[config.mk]
export PLATFORM = sky130hd
export DESIGN_NAME = ddlr_top
export DESIGN_NICKNAME = d
export VERILOG_FILES = /design/src/logic/ddlr_top.v /design/src/logic/ddlr_ckgen.v
export VERILOG_INCLUDE_DIRS = /design/src /design/src/logic
export SDC_FILE = /design/constraint.sdc
export NUM_CORES = 1
export LEC_CHECK = 0
export ABC_CLOCK_PERIOD_IN_PS = 2950
export BUFFER_PORTS_ARGS = -buffer_cell sky130_fd_sc_hd__buf_2
export CORE_MARGIN = 5
export CORE_UTILIZATION = 60
export DETAILED_ROUTE_END_ITERATION = 16
export PLACE_DENSITY = 0.79
export RECOVER_POWER = 50
export SYNTH_ARGS = -nofsm -noshare
export SYNTH_HDL_FRONTEND = slang
export SYNTH_SLANG_ARGS = --single-unit
[constraint.sdc]
create_clock -name i_clk -period 2.95 [get_ports i_clk]
set_clock_uncertainty 0.1 [all_clocks]
set_input_delay 0.1475 -clock i_clk [delete_from_list [all_inputs] [get_ports i_clk]]
set_output_delay 0.1475 -clock i_clk [all_outputs]
set_load 0.01 [all_outputs]
[src/logic/ddlr_defines.vh]
// constants for the dll-off to dll-on relock controller: offsets, fields, resets, timing counts
// assumes a 32-bit classic wishbone slave and a ddr3 memory that is idle and initialised
//
// Contract
// - start only from idle: precharge all banks, odt low, before entering self refresh.
// - enter self refresh, wait the entry clock hold before changing clock frequency.
// - after frequency change give stable clock for exit clock time before exiting.
// - cke stays high from self refresh exit until dll lock time after reset.
// - with termination enabled at entry, odt stays low until dll lock expires.
// - with termination disabled at entry, odt may be driven low or high.
// - after exit delay write mode register 1 with bit a0 cleared, enabling dll.
// - after mode spacing write mode register 0 with bit a8 set, resetting dll.
// - after further spacing rewrite mode registers with values for the new clock.
// - long zq calibration may follow once mode update delay from last write is met.
// - wait full dll lock time after dll reset before commands needing locked dll.
// - if long zq calibration was issued, also wait the full zq operation time.
// - cycle timings count real clock edges; spacing of four means four edges later.
// - nanosecond timings become cycles by dividing by clock period, rounding up.
`ifndef DDLR_DEFINES_VH
`define DDLR_DEFINES_VH

// wishbone byte offsets
`define DDLR_OFS_CTRL     8'h00
`define DDLR_OFS_STATUS   8'h04
`define DDLR_OFS_HALF     8'h08
`define DDLR_OFS_MR0      8'h0C
`define DDLR_OFS_MR1      8'h10
`define DDLR_OFS_MR2      8'h14
`define DDLR_OFS_TMRS     8'h18
`define DDLR_OFS_TXS      8'h1C
`define DDLR_OFS_TDLLK    8'h20
`define DDLR_OFS_TZQ      8'h24
`define DDLR_OFS_TSR      8'h28

// control fields
`define DDLR_CTRL_START   0
`define DDLR_CTRL_ODTEN   1
`define DDLR_CTRL_ODTVAL  2
`define DDLR_CTRL_ZQEN    3

// mode register bits driven by the sequence
`define DDLR_MR1_DLL_OFF  0
`define DDLR_MR0_DLL_RST  8

// reset values (half periods in i_clk cycles, counts in memory clock cycles)
`define DDLR_HALF_OLD     8'h08
`define DDLR_HALF_NEW     8'h02
`define DDLR_MR0_RST      16'h0000
`define DDLR_MR1_RST      16'h0001
`define DDLR_MR2_RST      16'h0000
`define DDLR_TMRD_NCK     8'h04
`define DDLR_TMOD_NCK     8'h0C
`define DDLR_TRP_NCK      8'h04
`define DDLR_TCKSRE_NCK   8'h05
`define DDLR_TCKSRX_NCK   8'h05
`define DDLR_TDLLK_NCK    16'h0200
`define DDLR_TZQ_NCK      16'h0200

// nanosecond timing converted at elaboration and the i_clk period the new memory clock is built from
`define DDLR_TXS_NS       170
`define DDLR_CLK_PS       5000

`endif

[src/logic/ddlr_top.v]
// dll-off to dll-on relock controller with frequency change in self refresh
// assumes a classic wishbone master on i_clk and an idle, initialised ddr3 memory
`timescale 1ns/1ps
`default_nettype none
`include "ddlr_defines.vh"
module ddlr_top
(
   input  wire        i_clk,
   input  wire        i_rst_n,
   input  wire        i_wb_cyc,
   input  wire        i_wb_stb,
   input  wire        i_wb_we,
   input  wire [7:0]  i_wb_adr,
   input  wire [3:0]  i_wb_sel,
   input  wire [31:0] i_wb_dat,
   output reg         o_wb_ack,
   output reg  [31:0] o_wb_dat,
   output wire        o_ck,
   output reg         o_cke,
   output reg         o_odt,
   output reg         o_cs_n,
   output reg         o_ras_n,
   output reg         o_cas_n,
   output reg         o_we_n,
   output reg  [2:0]  o_ba,
   output reg  [15:0] o_addr
);

   // states name the next command to issue once the wait counter expires
   localparam [3:0] ST_IDLE = 4'h0;
   localparam [3:0] ST_PRE  = 4'h1;
   localparam [3:0] ST_SRE  = 4'h2;
   localparam [3:0] ST_FREQ = 4'h3;
   localparam [3:0] ST_SRX  = 4'h4;
   localparam [3:0] ST_MR1  = 4'h5;
   localparam [3:0] ST_MR0  = 4'h6;
   localparam [3:0] ST_MR2  = 4'h7;
   localparam [3:0] ST_ZQ   = 4'h8;
   localparam [3:0] ST_LOCK = 4'h9;

   // round a nanosecond figure up to whole cycles of the new clock
   function [15:0] ddlr_ru;
      input integer ns;
      input integer tck_ps;
      integer q;
      begin
         q = (ns * 1000 + tck_ps - 1) / tck_ps;
         ddlr_ru = q[15:0];
      end
   endfunction

   localparam integer TCK_NEW_PS = 2 * `DDLR_HALF_NEW * `DDLR_CLK_PS;
   localparam [15:0] TXS_RST = ddlr_ru(`DDLR_TXS_NS, TCK_NEW_PS);

   // software registers
   reg        odten_reg;
   reg        odtval_reg;
   reg        zqen_reg;
   reg        start_reg;
   reg        done_reg;
   reg [7:0]  half_old_reg;
   reg [7:0]  half_new_reg;
   reg [15:0] mr0_reg;
   reg [15:0] mr1_reg;
   reg [15:0] mr2_reg;
   reg [7:0]  tmrd_reg;
   reg [7:0]  tmod_reg;
   reg [15:0] txs_reg;
   reg [15:0] tdllk_reg;
   reg [15:0] tzq_reg;
   reg [7:0]  tcksre_reg;
   reg [7:0]  tcksrx_reg;
   reg [7:0]  trp_reg;

   // sequence state
   reg [3:0]  st_reg;
   reg [15:0] cnt_reg;
   reg [15:0] dllk_reg;
   reg [15:0] zq_reg;
   reg        sel_new_reg;
   reg        relock_reg;

   wire       fall_tick;
   wire       wb_req;
   wire       wb_wr;
   wire       busy;

   assign wb_req = i_wb_cyc & i_wb_stb & ~o_wb_ack;
   assign wb_wr  = wb_req & i_wb_we;
   assign busy   = (st_reg != ST_IDLE);

   // clock toward the memory; commands change one i_clk cycle after its falling edge
   ddlr_ckgen u_ckgen
   (
      .i_clk       (i_clk),
      .i_rst_n     (i_rst_n),
      .i_half_old  (half_old_reg),
      .i_half_new  (half_new_reg),
      .i_sel_new   (sel_new_reg),
      .o_ck        (o_ck),
      .o_fall_tick (fall_tick)
   );

   // ack one cycle after the request, dropped the cycle after
   always @(posedge i_clk or negedge i_rst_n)
   begin
      if (!i_rst_n)
      begin
         o_wb_ack <= 1'b0;
         o_wb_dat <= 32'h0000_0000;
      end
      else
      begin
         o_wb_ack <= wb_req;
         o_wb_dat <= 32'h0000_0000;
         if (wb_req && !i_wb_we)
         begin
            case (i_wb_adr)
               `DDLR_OFS_CTRL:   o_wb_dat <= {28'h000_0000, zqen_reg, odtval_reg, odten_reg, 1'b0};
               `DDLR_OFS_STATUS: o_wb_dat <= {24'h00_0000, st_reg, 2'b00, done_reg, busy};
               `DDLR_OFS_HALF:   o_wb_dat <= {16'h0000, half_new_reg, half_old_reg};
               `DDLR_OFS_MR0:    o_wb_dat <= {16'h0000, mr0_reg};
               `DDLR_OFS_MR1:    o_wb_dat <= {16'h0000, mr1_reg};
               `DDLR_OFS_MR2:    o_wb_dat <= {16'h0000, mr2_reg};
               `DDLR_OFS_TMRS:   o_wb_dat <= {16'h0000, tmod_reg, tmrd_reg};
               `DDLR_OFS_TXS:    o_wb_dat <= {16'h0000, txs_reg};
               `DDLR_OFS_TDLLK:  o_wb_dat <= {16'h0000, tdllk_reg};
               `DDLR_OFS_TZQ:    o_wb_dat <= {16'h0000, tzq_reg};
               `DDLR_OFS_TSR:    o_wb_dat <= {8'h00, trp_reg, tcksrx_reg, tcksre_reg};
               default:          o_wb_dat <= 32'h0000_0000;
            endcase
         end
      end
   end

   // register writes; configuration is frozen while the sequence runs
   always @(posedge i_clk or negedge i_rst_n)
   begin
      if (!i_rst_n)
      begin
         odten_reg    <= 1'b1;
         odtval_reg   <= 1'b0;
         zqen_reg     <= 1'b0;
         half_old_reg <= `DDLR_HALF_OLD;
         half_new_reg <= `DDLR_HALF_NEW;
         mr0_reg      <= `DDLR_MR0_RST;
         mr1_reg      <= `DDLR_MR1_RST;
         mr2_reg      <= `DDLR_MR2_RST;
         tmrd_reg     <= `DDLR_TMRD_NCK;
         tmod_reg     <= `DDLR_TMOD_NCK;
         txs_reg      <= TXS_RST;
         tdllk_reg    <= `DDLR_TDLLK_NCK;
         tzq_reg      <= `DDLR_TZQ_NCK;
         tcksre_reg   <= `DDLR_TCKSRE_NCK;
         tcksrx_reg   <= `DDLR_TCKSRX_NCK;
         trp_reg      <= `DDLR_TRP_NCK;
      end
      else if (wb_wr && !busy && i_wb_sel[0])
      begin
         case (i_wb_adr)
            `DDLR_OFS_CTRL:
            begin
               odten_reg  <= i_wb_dat[`DDLR_CTRL_ODTEN];
               odtval_reg <= i_wb_dat[`DDLR_CTRL_ODTVAL];
               zqen_reg   <= i_wb_dat[`DDLR_CTRL_ZQEN];
            end
            `DDLR_OFS_HALF:
            begin
               half_old_reg <= i_wb_dat[7:0];
               half_new_reg <= i_wb_dat[15:8];
            end
            `DDLR_OFS_MR0:   mr0_reg   <= i_wb_dat[15:0];
            `DDLR_OFS_MR1:   mr1_reg   <= i_wb_dat[15:0];
            `DDLR_OFS_MR2:   mr2_reg   <= i_wb_dat[15:0];
            `DDLR_OFS_TMRS:
            begin
               tmrd_reg <= i_wb_dat[7:0];
               tmod_reg <= i_wb_dat[15:8];
            end
            `DDLR_OFS_TXS:   txs_reg   <= i_wb_dat[15:0];
            `DDLR_OFS_TDLLK: tdllk_reg <= i_wb_dat[15:0];
            `DDLR_OFS_TZQ:   tzq_reg   <= i_wb_dat[15:0];
            `DDLR_OFS_TSR:
            begin
               tcksre_reg <= i_wb_dat[7:0];
               tcksrx_reg <= i_wb_dat[15:8];
               trp_reg    <= i_wb_dat[23:16];
            end
            default:
            begin
               odten_reg <= odten_reg;
            end
         endcase
      end
   end

   // start request is held until the fsm takes it; a start while busy is dropped
   always @(posedge i_clk or negedge i_rst_n)
   begin
      if (!i_rst_n)
      begin
         start_reg <= 1'b0;
      end
      else if (wb_wr && !busy && i_wb_sel[0] && i_wb_adr == `DDLR_OFS_CTRL &&
               i_wb_dat[`DDLR_CTRL_START])
      begin
         start_reg <= 1'b1;
      end
      else if (busy)
      begin
         start_reg <= 1'b0;
      end
   end

   // sequencer: one decision per memory clock, taken one i_clk cycle after ck falls so the
   // command pins are settled half a period less one i_clk cycle before the rising edge samples them
   always @(posedge i_clk or negedge i_rst_n)
   begin
      if (!i_rst_n)
      begin
         st_reg      <= ST_IDLE;
         cnt_reg     <= 16'h0000;
         dllk_reg    <= 16'h0000;
         zq_reg      <= 16'h0000;
         sel_new_reg <= 1'b0;
         relock_reg  <= 1'b0;
         done_reg    <= 1'b0;
         o_cke       <= 1'b1;
         o_odt       <= 1'b0;
         o_cs_n      <= 1'b1;
         o_ras_n     <= 1'b1;
         o_cas_n     <= 1'b1;
         o_we_n      <= 1'b1;
         o_ba        <= 3'b000;
         o_addr      <= 16'h0000;
      end
      else if (fall_tick)
      begin
         // default no-operation on every wait cycle
         o_cs_n  <= busy ? 1'b0 : 1'b1;
         o_ras_n <= 1'b1;
         o_cas_n <= 1'b1;
         o_we_n  <= 1'b1;
         o_ba    <= 3'b000;
         o_addr  <= 16'h0000;
         // every counter steps once per memory clock edge
         if (cnt_reg != 16'h0000)
            cnt_reg <= cnt_reg - 16'h0001;
         if (dllk_reg != 16'h0000)
            dllk_reg <= dllk_reg - 16'h0001;
         if (zq_reg != 16'h0000)
            zq_reg <= zq_reg - 16'h0001;
         // odt is released only in the relock window and only without termination
         o_odt <= relock_reg & ~odten_reg & odtval_reg;
         case (st_reg)
            ST_IDLE:
            begin
               if (start_reg)
               begin
                  done_reg <= 1'b0;
                  st_reg   <= ST_PRE;
               end
            end
            ST_PRE:
            begin
               // precharge all so the memory is idle before self refresh
               o_ras_n <= 1'b0;
               o_we_n  <= 1'b0;
               o_addr  <= 16'h0400;
               cnt_reg <= {8'h00, trp_reg} - 16'h0001;
               st_reg  <= ST_SRE;
            end
            ST_SRE:
            begin
               if (cnt_reg == 16'h0000)
               begin
                  o_ras_n <= 1'b0;
                  o_cas_n <= 1'b0;
                  o_cke   <= 1'b0;
                  cnt_reg <= {8'h00, tcksre_reg} - 16'h0001;
                  st_reg  <= ST_FREQ;
               end
            end
            ST_FREQ:
            begin
               if (cnt_reg == 16'h0000)
               begin
                  sel_new_reg <= 1'b1;
                  cnt_reg     <= {8'h00, tcksrx_reg} - 16'h0001;
                  st_reg      <= ST_SRX;
               end
            end
            ST_SRX:
            begin
               if (cnt_reg == 16'h0000)
               begin
                  o_cke      <= 1'b1;
                  relock_reg <= 1'b1;
                  cnt_reg    <= txs_reg - 16'h0001;
                  st_reg     <= ST_MR1;
               end
            end
            ST_MR1:
            begin
               if (cnt_reg == 16'h0000)
               begin
                  // dll on: a0 forced low whatever software stored
                  o_ras_n <= 1'b0;
                  o_cas_n <= 1'b0;
                  o_we_n  <= 1'b0;
                  o_ba    <= 3'b001;
                  o_addr  <= mr1_reg & ~(16'h0001 << `DDLR_MR1_DLL_OFF);
                  cnt_reg <= {8'h00, tmrd_reg} - 16'h0001;
                  st_reg  <= ST_MR0;
               end
            end
            ST_MR0:
            begin
               if (cnt_reg == 16'h0000)
               begin
                  // new latency and recovery go out together with the dll reset
                  o_ras_n  <= 1'b0;
                  o_cas_n  <= 1'b0;
                  o_we_n   <= 1'b0;
                  o_ba     <= 3'b000;
                  o_addr   <= mr0_reg | (16'h0001 << `DDLR_MR0_DLL_RST);
                  dllk_reg <= tdllk_reg - 16'h0001;
                  cnt_reg  <= {8'h00, tmrd_reg} - 16'h0001;
                  st_reg   <= ST_MR2;
               end
            end
            ST_MR2:
            begin
               if (cnt_reg == 16'h0000)
               begin
                  o_ras_n <= 1'b0;
                  o_cas_n <= 1'b0;
                  o_we_n  <= 1'b0;
                  o_ba    <= 3'b010;
                  o_addr  <= mr2_reg;
                  cnt_reg <= {8'h00, tmod_reg} - 16'h0001;
                  st_reg  <= zqen_reg ? ST_ZQ : ST_LOCK;
               end
            end
            ST_ZQ:
            begin
               if (cnt_reg == 16'h0000)
               begin
                  o_we_n  <= 1'b0;
                  o_addr  <= 16'h0400;
                  zq_reg  <= tzq_reg - 16'h0001;
                  st_reg  <= ST_LOCK;
               end
            end
            ST_LOCK:
            begin
               if (cnt_reg == 16'h0000 && dllk_reg == 16'h0000 && zq_reg == 16'h0000)
               begin
                  relock_reg  <= 1'b0;
                  sel_new_reg <= sel_new_reg;
                  done_reg    <= 1'b1;
                  o_cs_n      <= 1'b1;
                  st_reg      <= ST_IDLE;
               end
            end
            default:
            begin
               st_reg <= ST_IDLE;
            end
         endcase
      end
   end

endmodule // ddlr_top
`default_nettype wire

[src/logic/ddlr_ckgen.v]
// memory clock generator: divides i_clk by a selectable half period
// assumes the half period values are at least one and only switch while cke is low
`timescale 1ns/1ps
`default_nettype none
module ddlr_ckgen
(
   input  wire       i_clk,
   input  wire       i_rst_n,
   input  wire [7:0] i_half_old,
   input  wire [7:0] i_half_new,
   input  wire       i_sel_new,
   output reg        o_ck,
   output reg        o_fall_tick
);

   reg [7:0] cnt_reg;
   wire [7:0] half_sel;

   // the new ratio is picked up only at a half-period boundary, so no runt pulse
   assign half_sel = i_sel_new ? i_half_new : i_half_old;

   // half-period counter; fall tick marks the cycle in which ck goes low
   always @(posedge i_clk or negedge i_rst_n)
   begin
      if (!i_rst_n)
      begin
         cnt_reg     <= 8'h00;
         o_ck        <= 1'b0;
         o_fall_tick <= 1'b0;
      end
      else
      begin
         o_fall_tick <= 1'b0;
         if (cnt_reg <= 8'h01)
         begin
            cnt_reg     <= half_sel;
            o_ck        <= ~o_ck;
            o_fall_tick <= o_ck;   // high going low
         end
         else
         begin
            cnt_reg <= cnt_reg - 8'h01;
         end
      end
   end

endmodule // ddlr_ckgen
`default_nettype wire

Word-level counts from Yosys, hierarchy flattened
Cells that the tools add are included.
- register bits: 279
- input port bits: 49
- output and inout port bits: 59
- $add $sub $neg: 12
- order comparisons: 1
- equal/unequal tests: 28
- multiplexer cells: 54
- bitwise operators: 8
- reductions and logical operators: 40
- operator list (operator ; count):
    $pmux W24 S11 ; 1
    $mux W16 ; 15
    $pmux W16 S6 ; 1
    $sub A16 B1 Y16 const B ; 6
    $pmux W16 S5 ; 1
    $logic_not A16 Y1 ; 3
    $reduce_bool A16 Y1 ; 3
    $sub A8 B1 Y9 const B ; 5
    $pmux W4 S10 ; 1
    $mux W4 ; 9
    $eq A8 B5 Y1 const B ; 4
    $mux W32 ; 1
    $eq A8 B6 Y1 const B ; 3
    $reduce_and A2 Y1 ; 10
    $ne A2 B2 Y1 const B ; 9
    $eq A4 B3 Y1 const B ; 4
    $eq A8 B4 Y1 const B ; 2
    $mux W8 ; 2
    $mux W1 ; 15
    $reduce_and A4 Y1 ; 3
    $mux W11 ; 1
    $pmux W1 S2 ; 5
    $reduce_and A10 Y1 ; 1
    $eq A4 B2 Y1 const B ; 2
    other kinds (18) ; 36

Depth between registers and ports, before layout
Gate-level depths: netlist (run 1).
- word-level depth: 8
- depth in mapped cells: 10
- gate-level depth less buffers: 8

Hierarchy
From an unflattened synthesis (run 1), not the netlist that was laid out.
- cells, all modules: 1479
- area, all modules: 14989.4 um2
- modules (own cells, without submodules) (module ; times used ; cells each ; area an instance (um2) ; seq. area each (um2)):
    ddlr_top ; 1 ; 1427 ; 14390.1 ; 6532.5
    ddlr_ckgen ; 1 ; 52 ; 599.3 ; 250.2

Worst setup path after synthesis (run 1)
Ideal clock, no wire load.
- kind: register -> register
- start: register cnt_reg[0]
- end: register cnt_reg[2]
- setup time: 0.118 ns
- data arrival time: 2.429 ns
- required time: 2.732 ns
- setup slack: 0.303 ns
- cell stages (with the launch flop): 10
- path buffers: 1
- period minus slack after synthesis: 2.647 ns
- cells stage by stage: dfrtp_1 > inv_1 > ha_1 > or4b_2 > nor4_4 > buf_6 > a21oi_2 > a2111oi_4 > o21ai_1 > a21o_1
- cells in the longest elaborated chain, start to end: 4
- elaborated cells on any way between the ends: 10
- those cells by class: 1 x add/sub; 7 x mux; 2 x reduce/logical
- RTL lines (what ; RTL line ; source):
    start: declaration ; ddlr_top.v:77 ; reg [15:0] cnt_reg;
    start signal: assignment ; ddlr_top.v:248 ; cnt_reg <= cnt_reg - 16'h0001;
    start signal: assignment ; ddlr_top.v:270 ; cnt_reg <= {8'h00, trp_reg} - 16'h0001;
    start signal: assignment ; ddlr_top.v:280 ; cnt_reg <= {8'h00, tcksre_reg} - 16'h0001;
    $sub A16 B1 Y16 or $reduce_bool A16 Y1 (tied branches) ; ddlr_top.v:248, ddlr_top.v:247 ;
    $mux W16 ; ddlr_top.v:247 ; if (cnt_reg != 16'h0000)
    $mux W16 (on tied branches) ; -- ;
    $pmux W16 S6 (*) ; ddlr_top.v:255 ; case (st_reg)
Mark *: on every way between the ends. The rest lies on a longest branch, timed or not.
A chain may end at the register's enable or synchronous reset.

Worst setup path after layout (run 1)
- start: register st_reg[1]
- end: register mr1_reg[5]
- cells in the longest elaborated chain, start to end: 5
- RTL lines (what ; RTL line ; source):
    start: declaration ; ddlr_top.v:76 ; reg [3:0] st_reg;
    start signal: assignment ; ddlr_top.v:342 ; st_reg <= zqen_reg ? ST_ZQ : ST_LOCK;
    $reduce_bool A4 Y1 ; ddlr_top.v:90 ; assign busy = (st_reg != ST_IDLE);
    $logic_not A1 Y1 ; ddlr_top.v:158 ; else if (wb_wr && !busy && i_wb_sel[0])
    $logic_and A1 B1 Y1 (2 in a row) ; ddlr_top.v:158 ;
    $reduce_and A2 Y1 (no line) ; -- ;
    end signal: assignment ; ddlr_top.v:147 ; mr1_reg <= `DDLR_MR1_RST;
    end signal: assignment ; ddlr_top.v:173 ; `DDLR_OFS_MR1: mr1_reg <= i_wb_dat[15:0];
    end: declaration ; ddlr_top.v:64 ; reg [15:0] mr1_reg;
Every way passes these cells.

==> flow_summary.toml, run 1 <==
[floorplan]
io_pins = 108
dieArea_um2 = 28180
start_util = 0.6114
core_area_um2 = 24460
die_w_um = 167.9
die_h_um = 167.9
num_rows = 57

[synth]
synth_seq_area_share = 0.4535
synthFlopType = "dfrtp_1"
synth-seq-cells = 270
synthCells = 1477
synth_edf_count = 0
synthTopCellsByArea = "dfrtp_1 (42%), mux2_2 (11%), dfstp_2 (3.7%)"
yosysTopAreaCell = "dfrtp_1"
synthArstFlopShare = 1.000
synthDominantCellAreaShare = 0.4166
synth_commonest_cells = "dfrtp_1 (249), mux2_2 (150), nor2_1 (99), o21ai_0 (99), nand2_1 (92)"
synth_cell_types = 87
netlist_area_um2 = 14960
syn-mean-instance-area_um2 = 10.13
ys_warn_count = 0
synth_most_common_cell = "dfrtp_1"

[routing]
wire_per_inst_um = 24.88
drt_first_pass_iters = 11
viasPerCell = 6.795
drt_wl_total_mm = 49.05
drtIter0Drc = 1655
dr_total_vias = 13390
drcViolationCount = 0
drtAntennaViolNets = 0

[power_and_ir_drop]
vdd_drop_max_v = 0.0006625
fin_total_pwr_mw = 8.380
p_per_area_nw_per_um2 = 483.1
p_leak_nw = 7.877

[global_route]
grt_pass1_wl_mm = 76.86
grt.total_usage = 0.3426
grt_pass1_vias = 13100
antenna_found_initial = 0
grt_max_degree = 83
grt.overflow.total = 0

[hold_path]
holdPathEnd = "o_wb_dat[13]"
hold_depth = 5
hold_start = "i_wb_adr[1]"
hold_path.class = "in2reg"

[worst_setup_path]
critPathLaunch = "st_reg[1]"
critical-path-slowest-cell = "dfrtp_1"
crit_required_ns = 3.30
critPathCaptureType = "flop"
critical_path_class = "reg2reg"
cp_common_cell = "buf_4"
path_cells = "or2_2 -> nor3_1 -> buf_4 -> and4_1 -> buf_4 -> nand2_2 -> mux2_2"
ff2ff_setup_slack_ns = 0.13
slowest_delay_ns = 0.51
worstSetupStartpointType = "flop"
crit_path_max_fanout = 17
r2r-start = "st_reg[1]"
r2r_end = "mr1_reg[5]"
cp.arrival_ns = 3.17
r2r_cells = 7

[clocking]
htree_levels = 1
clock-root-buffer = "clkbuf_16"
clock_sinks = 270
path_clk_slew_ns = 0.07
cts_tree = "built"
cts_buffers = 29
cts_buffer_depth = 3
clkLatencyLatePin_ns = 0.57

[sta]
fin_tns_setup_ns = 0
fin_crit_sh = 0.9563
tightestPinTransition_ns = 2.195
relSlewSlack = -0.4633
rsz0062_at_grt = "false"
max_freq_mhz = 354.5
final-max-slew-violation-count = 83
finalSetupViolCount = 0
hold_viol = 0
period_needed_ns = 2.821

[final_layout]
final_util = 0.7091
top_register = "o_wb_dat"
largest_reg_flops = 24
area_growth_syn_to_layout_pct = 15.98
nNetsFinal = 1688
drive_above_1_share = 0.2435
fillers = 1816
diodes = 0

[status]
failed_checks = "max-capacitance violations, max-slew violations"
status = "complete, but fails checks"

[placement]
numPortBuffers = 87
place_congestion = 0.9928
dp_hpwl_mm = 34.54

[job]
cap_viol_max_count = 1
critical path, delay by kind of cell (launching register included):
| family | cells | cell delay [ns] |
|---|---|---|
| multiplexers | 1 | 0.41 |
| buffers and inverters | 2 | 0.43 |
| AND/OR/NAND/NOR | 4 | 1.24 |
| flip-flops | 1 | 0.51 |
placed cells by master, fill, tap and decap left out, types with 51 or more instances in the layout:
| cell type | count |
|---|---|
| buf_2 | 62 |
| o21ai_0 | 99 |
| nand2_1 | 92 |
| buf_4 | 67 |
| nor2_1 | 99 |
| a21oi_1 | 66 |
| mux2_2 | 150 |
| dfrtp_1 | 248 |
| a22oi_1 | 51 |
| nor3_1 | 58 |
final cells by class:
type | instances | area [um2] | share of cell area
clock buffer | 40 | 847.1 | 0.04883
clock inverter | 14 | 148.9 | 0.008584
inverter | 36 | 135.1 | 0.007791
multi-input combinational | 1094 | 7696 | 0.4437
sequential | 270 | 6784 | 0.3911
tap | 324 | 405.4 | 0.02337
timing repair buffer | 193 | 1329 | 0.07661
per-stage QoR:
step,setup slack (ns),instance area (um2),cells,hold slack [ns]
floorplan,0.3030,14990,1485,-0.2481
global placement,0.1737,16080,1887,0.08145
detailed placement,0.09042,16080,1887,0.08083
CTS,0.06140,17380,1971,0.004663
global route,0.05935,17350,1971,0.04374
finish,0.1288,17350,1971,0.03224
where the power goes:
group | leakage, nW | switching, mW | internal, mW | total [mW]
Clock | 0.497 | 1.59 | 2.19 | 3.78
Combinational | 3.75 | 0.407 | 0.255 | 0.662
Sequential | 3.63 | 0.105 | 3.83 | 3.93
Total | 7.88 | 2.10 | 6.28 | 8.38
kinds of logic (layout without fill, tap and decap cells):
kind of cell,Yosys count,in the layout,share of synthesized area
AO/OA/AOI/OAI,395,395,0.1786
AND/OR/NAND/NOR,447,447,0.1594
adder cells (fa/ha/maj),15,15,0.01255
other,1,9,0.0002507
buffers and inverters,121,283,0.03648
flip-flops,270,270,0.4535
multiplexers,157,157,0.1176
XOR/XNOR,71,71,0.04158
how the worst max path moves through the flow:
stage / endpoint / cells past startpoint
after floorplan: cnt_reg[2] / 9
after global placement: dllk_reg[0] / 10
after detailed placement: dllk_reg[0] / 10
after CTS: dllk_reg[0] / 10
after global routing: mr1_reg[12] / 3
final: mr1_reg[5] / 7
repair_timing:
action                                 in CTS  in global routing
setup endpoints to repair                   0                 19
hold buffers                               30                  0
resized for setup                           0                  4
buffers inserted                            0                  0
endpoints found under the hold margin     222                  0
routing by layer:
metal / global-route usage / wire [um]
met1: 0.4847 / 19940
met2: 0.5231 / 22030
met3: 0.06284 / 4698
met4: 0.1443 / 2372
met5: 0 / 0
Power figures use the tool's default switching activity.
==> inputs of run 2 (changes only) <==
--- a/config.mk
+++ b/config.mk
@@ -8,11 +8,15 @@
 export LEC_CHECK = 0
 export ABC_CLOCK_PERIOD_IN_PS = 2950
 export BUFFER_PORTS_ARGS = -buffer_cell sky130_fd_sc_hd__buf_2
+export CELL_PAD_IN_SITES_DETAIL_PLACEMENT = 0
+export CELL_PAD_IN_SITES_GLOBAL_PLACEMENT = 1
 export CORE_MARGIN = 5
-export CORE_UTILIZATION = 60
+export CORE_UTILIZATION = 48
 export DETAILED_ROUTE_END_ITERATION = 16
-export PLACE_DENSITY = 0.79
+export PLACE_DENSITY_LB_ADDON = 0.1
 export RECOVER_POWER = 50
+export REMOVE_ABC_BUFFERS = 1
+export SKIP_LAST_GASP = 1
 export SYNTH_ARGS = -nofsm -noshare
 export SYNTH_HDL_FRONTEND = slang
 export SYNTH_SLANG_ARGS = --single-unit
==> flow_summary.toml, run 2 (synthesized netlist as in run 1, its figures left out) <==
[global_route]
antenna_found_initial = 0
grt_pass1_wl_mm = 79.87
grt.total_usage = 0.2900
grt_max_degree = 90
grt_pass1_vias = 12700
grt.overflow.total = 0

[final_layout]
layoutNonFillerInstCount = 2052
design_area_um2 = 17550
diodes = 0
fillers = 2741
nNetsFinal = 1695
largest_reg_flops = 24
top_register = "o_wb_dat"
final_common_cell = "dfrtp_1"
area_growth_syn_to_layout_pct = 17.33
drive_above_1_share = 0.2440
layout_common_cells = "dfrtp_1 (248), mux2_2 (150), nor2_1 (99)"

[sta]
hold_viol = 0
rsz0062_at_grt = "true"
relSlewSlack = -0.5936
max_freq_mhz = 346.6
fin_crit_sh = 0.9781
fin_tns_setup_ns = 0
final-max-slew-violation-count = 87
period_needed_ns = 2.885
fin_ws_ns = 0.06450
finalSetupViolCount = 0
tightestPinTransition_ns = 2.390

[placement]
place_congestion = 0.9384
dp_hpwl_mm = 37.14
numPortBuffers = 87
placedCellCount = 1965
pre_cts_ws_ns = 0.04640
postPlaceCellArea_um2 = 16240

[status]
failed_checks = "max-capacitance violations, max-slew violations"
status = "complete, but fails checks"

[clocking]
clkLatencyLatePin_ns = 0.58
cts_buffers = 31
htree_levels = 1
path_clk_slew_ns = 0.06
clock_sinks = 270
cts_buffer_depth = 3
cts_tree = "built"
clock-root-buffer = "clkbuf_16"

[routing]
drtIter0Drc = 1369
drt_wl_total_mm = 51.91
dr_total_vias = 13060
drt_first_pass_iters = 6
drcViolationCount = 0
wire_per_inst_um = 25.30
drtAntennaViolNets = 0
viasPerCell = 6.362

[worst_setup_path]
crit_required_ns = 3.30
crit_path_max_fanout = 17
critPathCaptureType = "flop"
critPathLaunch = "st_reg[1]"
cp.arrival_ns = 3.24
critical_path_class = "reg2reg"
r2r-start = "st_reg[1]"
worstSetupStartpointType = "flop"

[floorplan]
io_pins = 108
start_util = 0.4876
core_area_um2 = 30670
dieArea_um2 = 34790
die_h_um = 186.5
num_rows = 64
die_w_um = 186.5

[power_and_ir_drop]
vdd_drop_max_v = 0.0005413
p_leak_nw = 7.916
p_per_area_nw_per_um2 = 491.9

[hold_path]
hold_start = "i_wb_adr[1]"
hold_path.class = "in2reg"

[job]
cap_viol_max_count = 1
-- run 2: cell count changes in the layout (fill, tap and decap cells not counted), moves of 2 or more --
cell / previous run / this run
clkbuf_8: 8 / 5
clkinv_2: 7 / 5
clkbuf_2: 3 / 1
clkinv_4: 2 / 0
buf_12: 4 / 7
bufinv_16: 2 / 4
clkbuf_1: 27 / 34
buf_2: 62 / 64
clkbuf_16: 29 / 31
buf_4: 67 / 73
-- run 2: final cells by class --
type                    count  area [um2]  area share
multi-input cells        1094        7684      0.4379
flip-flops and latches    270        6784      0.3866
repair buffers            198        1401     0.07986
clock buffers              47       885.9     0.05048
well taps                 396       495.5     0.02824
clock inverters            11       161.4    0.009199
inverters                  36       135.1    0.007701
-- run 2: worst max-delay path, stage by stage (launching register included) --
cell     delay, ns
dfrtp_1       0.45
or2_2         0.40
nor3_1        0.24
buf_4         0.19
and4_1        0.37
buf_4         0.24
nand2_2       0.34
mux2_2        0.42
-- run 2: path summary, 6_finish.rpt --
check | slack (ns) | to | depth (start not counted)
max in group asynchronous | 0.49 | tcksre_reg[2] | 3
worst max-delay path | 0.06 | mr0_reg[12] | 7
worst max register to register | 0.06 | mr0_reg[12] | 7
worst min register to register | 0.39 | o_cas_n | 2
worst min-delay path | 0.04 | o_wb_dat[16] | 4
min in group asynchronous | 0.74 | zq_reg[2] | 2
-- run 2: per-stage QoR --
| step | hold WS [ns] | total power, mW | utilization |
|---|---|---|---|
| floorplan | -0.2481 | 4.281 | - |
| detailed placement | 0.1303 | 4.638 | 0.5297 |
| global placement | 0.1267 | 4.623 | 0.5297 |
| global route | 0.01149 | 8.911 | 0.5721 |
| finish | 0.03669 | 8.632 | 0.5721 |
| CTS | 0.0006357 | 8.684 | 0.5733 |
-- run 2: what timing repair did --
item / 4_1_cts / 5_1_grt
hold endpoints to repair: 181 / 0
endpoints found under the setup margin: 0 / 26
hold buffers: 29 / 0
gates resized for setup: 0 / 3
setup buffers: 0 / 0
-- run 2: metal layers --
layer  global-route usage  share of wire  vias up
met5                    0              0        -
met4              0.06586          0.025        0
met3              0.04765          0.075       77
met2               0.4678           0.47      534
met1               0.4143           0.43     6585
li1                     -              -     5859
-- run 2: where the power goes --
part / total, mW / internal (mW) / switching, mW
Clock: 4.03 / 2.41 / 1.62
Combinational: 0.669 / 0.263 / 0.406
Sequential: 3.93 / 3.83 / 0.102
Total: 8.63 / 6.50 / 2.13
==> inputs of run 3 (changes only) <==
--- a/config.mk
+++ b/config.mk
@@ -13,7 +13,7 @@
 export CORE_MARGIN = 5
 export CORE_UTILIZATION = 48
 export DETAILED_ROUTE_END_ITERATION = 16
-export PLACE_DENSITY_LB_ADDON = 0.1
+export PLACE_DENSITY = 0.91
 export RECOVER_POWER = 50
 export REMOVE_ABC_BUFFERS = 1
 export SKIP_LAST_GASP = 1
==> flow_summary.toml, run 3 (synthesized netlist as in run 1, its figures left out) <==
[worst_setup_path]
critPathCaptureType = "flop"
cp.arrival_ns = 3.18
critical_path_class = "reg2reg"
worstSetupStartpointType = "flop"
path_cells = "inv_1 -> ha_1 -> or4b_2 -> nor4_4 -> buf_6 -> nand2_2 -> nor2_4 -> buf_12 -> a22oi_1 -> o21ai_0"
path_buf_inv = 3
critical-path-slowest-cell = "or4b_2"
crit_path_max_fanout = 16
crit_required_ns = 3.33
cp_top_family = "simple AND/OR/NAND/NOR gates"
slowest_delay_ns = 0.69

[global_route]
grt_pass1_vias = 13030
grt_max_degree = 86
antenna_found_initial = 1
grt.total_usage = 0.2759
grt.overflow.total = 0
grt_pass1_wl_mm = 77.04

[final_layout]
layout_common_cells = "dfrtp_1 (248), mux2_2 (150), nor2_1 (99), o21ai_0 (99), nand2_1 (92)"
largest_reg_flops = 24
final_common_cell = "dfrtp_1"
nNetsFinal = 1683
area_growth_syn_to_layout_pct = 16.40
design_area_um2 = 17410
layoutNonFillerInstCount = 2039
final_util = 0.5676
multi_input_comb_area_um2 = 7686
diodes = 0
drive_above_1_share = 0.2441
regArea_um2 = 6784
fillers = 2631
top_register = "o_wb_dat"

[power_and_ir_drop]
netSwitchingFraction = 0.2508
p_per_area_nw_per_um2 = 486.5
p_leak_nw = 7.832
fin_total_pwr_mw = 8.469
p_int_mw = 6.345
p_comb_frac = 0.077
p_clk_frac = 0.459
vdd_drop_max_v = 0.0006026
power_frac_seq = 0.464
netSwitchingPower_mw = 2.124

[sta]
final-max-slew-violation-count = 83
fin_tns_setup_ns = 0
hold_viol = 0
relSlewSlack = -0.5368
tightestPinTransition_ns = 2.305
rsz0062_at_grt = "false"
whs_ns = 0.02418
period_needed_ns = 2.804
max_freq_mhz = 356.7
fin_ws_ns = 0.1464
finalSetupViolCount = 0
fin_crit_sh = 0.9504

[clocking]
cts_tree = "built"
path_clk_slew_ns = 0.07
clkLatencyLatePin_ns = 0.58
clock_sinks = 270
cts_buffer_depth = 3
post_cts_buffers = 0
cts_buffers = 30
clock-root-buffer = "clkbuf_16"
htree_levels = 1

[placement]
place_congestion = 0.9954
placedCellCount = 1958
dp_hpwl_mm = 34.80
numPortBuffers = 87
postPlaceCellArea_um2 = 16150
pre_cts_ws_ns = 0.09661

[floorplan]
die_h_um = 186.5
die_w_um = 186.5
core_area_um2 = 30670
io_pins = 108
start_util = 0.4876
num_rows = 64
dieArea_um2 = 34790

[status]
failed_checks = "max-capacitance violations, max-slew violations"
status = "complete, but fails checks"

[routing]
drtAntennaViolNets = 0
drtIter0Drc = 1768
viasPerCell = 6.487
drt_wl_total_mm = 49.20
drt_first_pass_iters = 6
wire_per_inst_um = 24.13
dr_total_vias = 13230
drcViolationCount = 0

[job]
cap_viol_max_count = 1

[hold_path]
hold_path.class = "in2reg"
==> run 3: power by group through the flow <==
stage                     logic [mW]  registers, mW  clock network (mW)
after CTS                      0.655           3.93                3.93
after global routing           0.722           3.94                4.07
after detailed placement       0.628           3.99                   0
after floorplan                0.279           4.00                   0
final                          0.654           3.93                3.88
after global placement         0.607           3.99                   0
==> run 3: routing by layer <==
layer,global-route usage,share of wire,up-vias
met2,0.4263,0.45,728
met1,0.3848,0.40,6515
li1,-,-,5826
met5,0,0.00022,-
met3,0.05400,0.098,157
met4,0.1101,0.050,2
==> run 3: layout make-up <==
| type | instances | share of cell area |
|---|---|---|
| clock inverters | 15 | 0.01128 |
| inverters | 36 | 0.007763 |
| flip-flops and latches | 270 | 0.3897 |
| multi-input cells | 1094 | 0.4415 |
| well taps | 396 | 0.02846 |
| repair buffers | 187 | 0.07346 |
| clock buffers | 41 | 0.04780 |
==> run 3: worst reg2reg max path, delay by kind of cell (launching register included) <==
family,cells,cell delay (ns)
compound gates,2,0.33
flops,1,0.38
fa+ha+maj,1,0.20
simple gates,4,1.22
buf+inv,3,0.48
==> run 3: what timing repair did <==
action	CTS	global route
hold buffers	25	0
setup endpoints to repair	0	14
resized for setup	0	4
hold endpoints to repair	240	0
==> run 3: final timing paths <==
kind | from | endpoint | slack, ns | cells past startpoint
min | i_wb_adr[0] | o_wb_dat[16] | 0.02 | 4
max reg2reg | cnt_reg[0] | o_addr[7] | 0.15 | 10
max | cnt_reg[0] | o_addr[7] | 0.15 | 10
min reg2reg | o_we_n | o_we_n | 0.38 | 2
min in group asynchronous | i_rst_n | o_wb_dat[19] | 0.70 | 2
max in group asynchronous | i_rst_n | mr0_reg[6] | 0.49 | 3
